--- config.mk ---
export PLATFORM = sky130hd
export DESIGN_NAME = logic_cell_gate4_select
export DESIGN_NICKNAME = d
export VERILOG_FILES = /design/src/hw/gate4_pkg.sv /design/src/hw/sel_store.sv /design/src/hw/logic_cell_gate4_select.sv
export SDC_FILE = /design/constraint.sdc
export NUM_CORES = 1
export LEC_CHECK = 0
export BUFFER_PORTS_ARGS = -buffer_cell sky130_fd_sc_hd__clkbuf_2
export CORE_UTILIZATION = 40
export CTS_BUF_LIST = sky130_fd_sc_hd__clkbuf_4
export DETAILED_ROUTE_END_ITERATION = 7
export PLACE_DENSITY = 0.89
export SLEW_MARGIN = 0
export SYNTH_ARGS = -nofsm -noshare
export SYNTH_HDL_FRONTEND = slang
export SYNTH_HIERARCHICAL = 1
export SYNTH_SLANG_ARGS = --single-unit
--- constraint.sdc ---
create_clock -name pclk -period 1.6 [get_ports pclk]
set_clock_uncertainty 0.1 [all_clocks]
set_input_delay 0.08 -clock pclk [delete_from_list [all_inputs] [get_ports pclk]]
set_output_delay 0.08 -clock pclk [all_outputs]
set_load 0.01 [all_outputs]
--- src/hw/gate4_pkg.sv ---
// Package with the register map, field positions and carriers of the cell.
package gate4_pkg;
    localparam int         DATA_W          = 32;
    localparam int         ADDR_W          = 8;
    localparam int         SEL_W           = 8;
    localparam logic [7:0] GATE4_SEL_OFF   = 8'h00;
    localparam logic [7:0] MIRROR_OFF      = 8'h04;
    localparam int         SEL_IN4_TRUE    = 7;
    localparam int         SEL_IN4_INV     = 6;
    localparam int         SEL_IN3_TRUE    = 5;
    localparam int         SEL_IN3_INV     = 4;
    localparam int         SEL_IN2_TRUE    = 3;
    localparam int         SEL_IN2_INV     = 2;
    localparam int         SEL_IN1_TRUE    = 1;
    localparam int         SEL_IN1_INV     = 0;
    localparam int         MIRROR_CELL2    = 1;
    localparam int         MIRROR_CELL1    = 0;
    localparam logic [1:0] MIRROR_RESET    = 2'h0;
    localparam logic       GATE_IDLE_LEVEL = 1'h0;

    // True forms of the four data inputs of one cell.
    typedef struct packed {
        logic data_in4_true;
        logic data_in3_true;
        logic data_in2_true;
        logic data_in1_true;
    } data_in_t;

    // Outputs of the two cells that are mirrored for software.
    typedef struct packed {
        logic cell2_output;
        logic cell1_output;
    } cell_out_t;
endpackage : gate4_pkg

--- src/hw/sel_store.sv ---
// Selection storage flops that keep their contents across every reset.
`timescale 1ns/1ps
module sel_store #(
    parameter int WIDTH = 8
) (
    input  wire logic             clk,
    input  wire logic             wr_en,
    input  wire logic [WIDTH-1:0] wr_data,
    output logic      [WIDTH-1:0] data_q
);
    // No reset on purpose: the value is unknown at power-up and then
    // survives any later reset of the bus side.
    always_ff @(posedge clk) begin
        if (wr_en) begin
            data_q <= wr_data;
        end
    end
endmodule : sel_store

--- src/hw/logic_cell_gate4_select.sv ---
// Gate 4 input selection and cell output mirror behind an APB slave.
//
// Operation
// - Bit 7 gates true input 4.
// - Bit 6 gates inverted input 4.
// - Bit 5 gates true input 3.
// - Bit 4 gates inverted input 3.
// - Bit 3 gates true input 2.
// - Bit 2 gates inverted input 2.
// - Bit 1 gates true input 1.
// - Bit 0 gates inverted input 1.
// - Select bits read/write, unknown at power-up, kept.
// - Mirror bits copy cell outputs, reset zero.
// - Mirror bits 7..2 read zero, writes ignored.
//
// Design decisions made here: the APB register port and the register offsets.
`timescale 1ns/1ps
module logic_cell_gate4_select #(
    parameter int ADDR_W = gate4_pkg::ADDR_W
) (
    input  wire logic                        pclk,
    input  wire logic                        presetn,
    input  wire logic                        psel,
    input  wire logic                        penable,
    input  wire logic                        pwrite,
    input  wire logic [ADDR_W-1:0]           paddr,
    input  wire logic [gate4_pkg::DATA_W-1:0] pwdata,
    output logic      [gate4_pkg::DATA_W-1:0] prdata,
    output logic                             pready,
    output logic                             pslverr,
    input  wire gate4_pkg::data_in_t         data_in,
    input  wire gate4_pkg::cell_out_t        cell_out,
    output logic                             gate_four_signal
);
    logic [gate4_pkg::SEL_W-1:0] gate4_input_select;
    logic [1:0]                  mirror_q;
    logic                        setup;
    logic                        access;
    logic                        hit_sel;
    logic                        hit_mirror;
    logic                        sel_wr;

    // Forms a gate output from a select byte and the four true inputs.
    function automatic logic gate_or(
        input logic [7:0]          sel,
        input gate4_pkg::data_in_t d
    );
        logic [7:0] forms;
        forms = {d.data_in4_true, ~d.data_in4_true,
                 d.data_in3_true, ~d.data_in3_true,
                 d.data_in2_true, ~d.data_in2_true,
                 d.data_in1_true, ~d.data_in1_true};
        return |(sel & forms);
    endfunction : gate_or

    // Matches a bus address against a register offset.
    function automatic logic addr_is(
        input logic [ADDR_W-1:0] a,
        input logic [7:0]        off
    );
        return a == ADDR_W'(off);
    endfunction : addr_is

    // One-hot select pattern used by the exclusion checks.
    function automatic logic [7:0] only_bit(input int pos);
        return 8'h01 << pos;
    endfunction : only_bit

    assign setup      = psel && !penable;
    assign access     = psel && penable && pready;
    assign hit_sel    = addr_is(paddr, gate4_pkg::GATE4_SEL_OFF);
    assign hit_mirror = addr_is(paddr, gate4_pkg::MIRROR_OFF);
    assign sel_wr     = access && pwrite && hit_sel;

    sel_store #(
        .WIDTH (gate4_pkg::SEL_W)
    ) u_sel_store (
        .clk     (pclk),
        .wr_en   (sel_wr),
        .wr_data (pwdata[gate4_pkg::SEL_W-1:0]),
        .data_q  (gate4_input_select)
    );

    // Every transfer answers in its first access cycle, so pready is a
    // one-cycle pulse raised by the setup cycle.
    always_ff @(posedge pclk or negedge presetn) begin
        if (!presetn) begin
            pready <= 1'b0;
        end else begin
            pready <= setup;
        end
    end

    // Read data and error are registered in the setup cycle.
    always_ff @(posedge pclk or negedge presetn) begin
        if (!presetn) begin
            prdata  <= '0;
            pslverr <= 1'b0;
        end else if (setup) begin
            prdata  <= '0;
            pslverr <= !(hit_sel || hit_mirror);
            if (!pwrite && hit_sel) begin
                prdata[gate4_pkg::SEL_W-1:0] <= gate4_input_select;
            end else if (!pwrite && hit_mirror) begin
                prdata[1:0] <= mirror_q;
            end
        end else begin
            prdata  <= '0;
            pslverr <= 1'b0;
        end
    end

    // The mirror has no write path; a write to it is simply dropped.
    always_ff @(posedge pclk or negedge presetn) begin
        if (!presetn) begin
            mirror_q <= gate4_pkg::MIRROR_RESET;
        end else begin
            mirror_q[gate4_pkg::MIRROR_CELL2] <= cell_out.cell2_output;
            mirror_q[gate4_pkg::MIRROR_CELL1] <= cell_out.cell1_output;
        end
    end

    // The gate is registered so the downstream stages see a glitch-free
    // level; the cost is one cycle of latency.
    always_ff @(posedge pclk or negedge presetn) begin
        if (!presetn) begin
            gate_four_signal <= gate4_pkg::GATE_IDLE_LEVEL;
        end else begin
            gate_four_signal <= gate_or(gate4_input_select, data_in);
        end
    end
endmodule : logic_cell_gate4_select

; Word-level counts from Yosys, hierarchy flattened
; Cells that the tools add are included.
[classes]
n_addsub = 0
n_mul = 0
n_div = 0
n_lt_le_gt_ge = 0
n_eq_ne = 1
n_shift = 0
muxes = 5
bitwise = 5
reduce_logical = 13
[op_table]
columns = operator, n
row1 = $and A8 B8 Y8, 1
row2 = $eq A8 B3 Y1 const B, 1
row3 = $logic_not A8 Y1, 1
row4 = $mux W8, 1
row5 = $reduce_or A8 Y1, 1
row6 = $logic_and A1 B1 Y1, 7
row7 = $mux W6, 1
row8 = $mux W2, 2
row9 = $not A1 Y1, 4
row10 = $logic_not A1 Y1, 3
row11 = $logic_or A1 B1 Y1, 1
row12 = $mux W1, 1
[totals]
ff_bits = 45
latch_bits = 0
mem_bits_rw = 0
mem_bits_ro = 0
inputBits = 51
output_inout_bits = 35
wordCells = 30
n_memories = 0

; Logic depth before layout (Yosys ltp)
[logic_depth]
word_depth = 5
mapped_depth = 3
mapped_depth_nobuf = 2

; Modules after synthesis
; Netlist, hierarchy kept.
[modules_own_cells]
columns = module, n_inst, cells_each, area_per_inst_um2, seq_area_each_um2
row1 = logic_cell_gate4_select, 1, 70, 827.0, 325.3
row2 = sel_store, 1, 8, 240.2, 240.2

; Least setup slack after synthesis
; OpenSTA, ideal clock, no wires.
[synth_path]
kind = input-to-reg
from = in paddr[5]
to = reg u_sel_store.data_q[0], enable pin
setup_ps = 380
arrival_time_ps = 1328
t_required_ps = 1120
path_slack_ps = -208
cell_stages = 3
n_path_buf = 1
path_cell_list = or4_4 > buf_6 > nor4_2
[synth_via]
elab_chain_cells = 2
[synth_rtl]
columns = item, line_no
row1 = "start, declared", logic_cell_gate4_select.sv:26  ; input wire logic [ADDR_W-1:0] paddr,
row2 = $logic_not A8 Y1, logic_cell_gate4_select.sv:61  ; return a == ADDR_W'(off);
row3 = $logic_and A1 B1 Y1, logic_cell_gate4_select.sv:73  ; assign sel_wr = access && pwrite && hit_sel;
row4 = named net sel_wr, logic_cell_gate4_select.sv:41  ; logic sel_wr;
row5 = "end signal, assigned", sel_store.sv:15  ; data_q <= wr_data;
row6 = "end, declared", sel_store.sv:9  ; output logic [WIDTH-1:0] data_q
; The timed path passes the listed nets, and every way through them passes these cells.
; A chain may end at the register's enable or synchronous reset.

; Worst setup path after layout
[layout_path]
from = in pwrite
to = reg u_sel_store.data_q[6], enable pin
[layout_via]
elab_chain_cells = 2
[layout_rtl]
columns = item, line_no
row1 = "start, declared", logic_cell_gate4_select.sv:25  ; input wire logic pwrite,
row2 = $logic_and A1 B1 Y1 (2 in series), logic_cell_gate4_select.sv:73
row3 = named net sel_wr, logic_cell_gate4_select.sv:41
; The timed path passes the listed nets, and every way through them passes these cells.

==> impl_metrics.env <==
export IMPL_wl_um=1860
export IMPL_cp_start_kind="input port"
export IMPL_ctsResizeCount=0
export IMPL_final_cell_mix="clkbuf_2 (37), conb_1 (24), dlygate4sd3_1 (15)"
export IMPL_die_w_um=53.7
export IMPL_path_class="in -> reg"
export IMPL_cts_root_buffer="clkbuf_4"
export IMPL_remaining_drc_errors=0
export IMPL_seqPwrFrac=0.581
export IMPL_finalPower_mw=0.974
export IMPL_portBuffers=37
export IMPL_pin_count=86
export IMPL_clk_latency_ps=310
export IMPL_p_switching_mw=0.234
export IMPL_dr_pass1_iters=2
export IMPL_syn_to_final_growth_pct=29.5
export IMPL_synth_seq_cells=21
export IMPL_min_to="pready$_DFF_PN0_"
export IMPL_power_leakage_nw=0.646
export IMPL_critPathCaptureType="flop"
export IMPL_swShare=0.240
export IMPL_place_congestion=0.769
export IMPL_cts_setup_buffers=0
export IMPL_grt_pass1_vias=653
export IMPL_num_antenna_cells=0
export IMPL_period_needed_ps=1520
export IMPL_ys_types=17
export IMPL_fin_nets=184
export IMPL_p_comb_frac=0.138
export IMPL_holdBufCountCts=15
export IMPL_die_h_um=53.7
export IMPL_reg2regPathDepth=3
export IMPL_arrival_ps=1450
export IMPL_dieArea_um2=2880
export IMPL_wl_per_cell_um=11.5
export IMPL_clk_transition_reported_paths_ps=110
export IMPL_cts_tree="built"
export IMPL_fillers=208
export IMPL_fin_hold_ws_ps=7.22
export IMPL_grt_pass1_wl_um=2870
export IMPL_dp_hpwl_um=1340
export IMPL_finalSetupViolations=0
export IMPL_outcome="complete, no violations"
export IMPL_clockBufferDepth=2
export IMPL_via_per_inst=4.44
export IMPL_h_tree_depth=1
export IMPL_syn_inst=78
export IMPL_grt_max_degree=14
export IMPL_layout_drive_gt1_share=0.417
export IMPL_hp_start="psel"
export IMPL_dpl_cell_area_um2=1200
export IMPL_mostFrequentLayoutCell="clkbuf_2"
export IMPL_drtIter0Drc=3
export IMPL_rows=18
export IMPL_yosysTopAreaCellShare=0.305
export IMPL_finalSetupTns_ps=0
export IMPL_hp_class="in -> reg"
export IMPL_antenna_found_initial=0
export IMPL_p_clk_frac=0.281
export IMPL_hold_depth=2
export IMPL_maxCapViolations=0
export IMPL_r2r_end="gate_four_signal$_DFF_PN0_"
export IMPL_cellInternalPower_mw=0.740
export IMPL_finalCritPeriodShare=0.948
export IMPL_ir_drop_mv=0.658
export IMPL_power_density_nw_per_um2=704
export IMPL_r2r_setup_slack_ps=140
export IMPL_worstPathMaxFanout=8
export IMPL_cts_inserted_buffers=3
export IMPL_synth_yosys_warnings=6
export IMPL_fin_area_um2=1380
export IMPL_via_count=720
export IMPL_hold_viol=0
export IMPL_fmax_mhz=659
export IMPL_clock_sinks=21
export IMPL_core_area_um2=2500
export IMPL_required_ps=1530
export IMPL_rsz0062_at_grt="false"
export IMPL_syn_cell_area_um2=1070
export IMPL_initial_core_util=0.427
export IMPL_antenna_left=0
export IMPL_yosysTopAreaCell="dfrtp_1"
export IMPL_yosysSeqAreaShare=0.530
export IMPL_synth_area_per_cell_um2=13.7
export IMPL_track_usage=0.151
export IMPL_maxSlewViolCount=0
export IMPL_grt_ovfl_total=0
export IMPL_worstReg2RegStart="u_sel_store/data_q[2]$_DFFE_PP_"
export IMPL_synth_area_leaders="dfrtp_1 (30%), edfxtp_1 (23%), buf_4 (17%), nor4_2 (11%), or4bb_1 (6.3%)"
-- power by group through the flow --
stage               sequential [mW]  clock, mW  combinational (mW)
floorplan                     0.579          0               0.101
CTS                           0.566      0.274               0.133
global route                  0.566      0.298               0.152
detailed placement            0.577          0               0.106
finish                        0.566      0.273               0.135
global placement              0.577          0               0.103
-- per-stage QoR --
step,setup slack [ps],cells,utilization
floorplan,43.2,101,-
global placement,144,143,0.481
detailed placement,127,143,0.481
CTS,72.9,162,0.553
global route,13.2,162,0.553
finish,83.3,162,0.553
-- layout make-up --
class | instances | area [µm²] | share of cell area
Tap cell | 30 | 37.5 | 0.0271
Multi-Input combinational cell | 52 | 392 | 0.283
Timing Repair Buffer | 55 | 358 | 0.259
Sequential cell | 21 | 566 | 0.409
Clock buffer | 4 | 30.0 | 0.0217
-- flip-flops by register name, indices dropped and copies added (netlist names) --
name and flops:
mirror_q 2, pslverr 1, prdata 8, gate_four_signal 1
u_sel_store/data_q 8, pready 1
-- critical path, stage by stage --
cell           delay [ps]
dlygate4sd3_1         530
clkbuf_2              220
nand4_1               170
nor4_4                250
buf_4                 210
-- routing by layer --
metal,track usage,share of wire,routed length (µm)
met5,0,0,0
met4,0.0921,0.023,42
met3,0.0339,0.072,134
met2,0.294,0.57,1070
met1,0.140,0.33,616
-- worst max path at each step --
stage / from / end / slack, ps / cells past startpoint
3_3_place_gp: paddr[5] / u_sel_store/data_q[0]$_DFFE_PP_ / 140 / 4
6_report: pwrite / u_sel_store/data_q[6]$_DFFE_PP_ / 80 / 5
5_1_grt: pwrite / u_sel_store/data_q[5]$_DFFE_PP_ / 10 / 5
2_1_floorplan: paddr[1] / u_sel_store/data_q[0]$_DFFE_PP_ / 40 / 3
3_5_place_dp: paddr[5] / u_sel_store/data_q[1]$_DFFE_PP_ / 130 / 4
4_1_cts: pwrite / u_sel_store/data_q[7]$_DFFE_PP_ / 70 / 5
-- cells in the mapped netlist --
cell type   n
conb_1      1
edfxtp_1    8
clkbuf_1    1
nor2b_1     1
mux2i_1     6
or4bb_1     6
or4_4       1
clkbuf_2    1
or3b_2      1
buf_4      24
dfrtp_1    13
or3_1       1
nor4_2      9
buf_6       1
buf_2       1
o21a_1      1
nand4_1     2
-- logic make-up after synthesis --
| logic type | share of synthesized area |
|---|---|
| AOI/OAI and AO/OA | 0.00704 |
| other | 0.00351 |
| muxes | 0.0563 |
| DFF | 0.530 |
| and+or+nand+nor | 0.211 |
| buffers and inverters | 0.192 |
No activity file was read; power rests on OpenSTA's default activity.
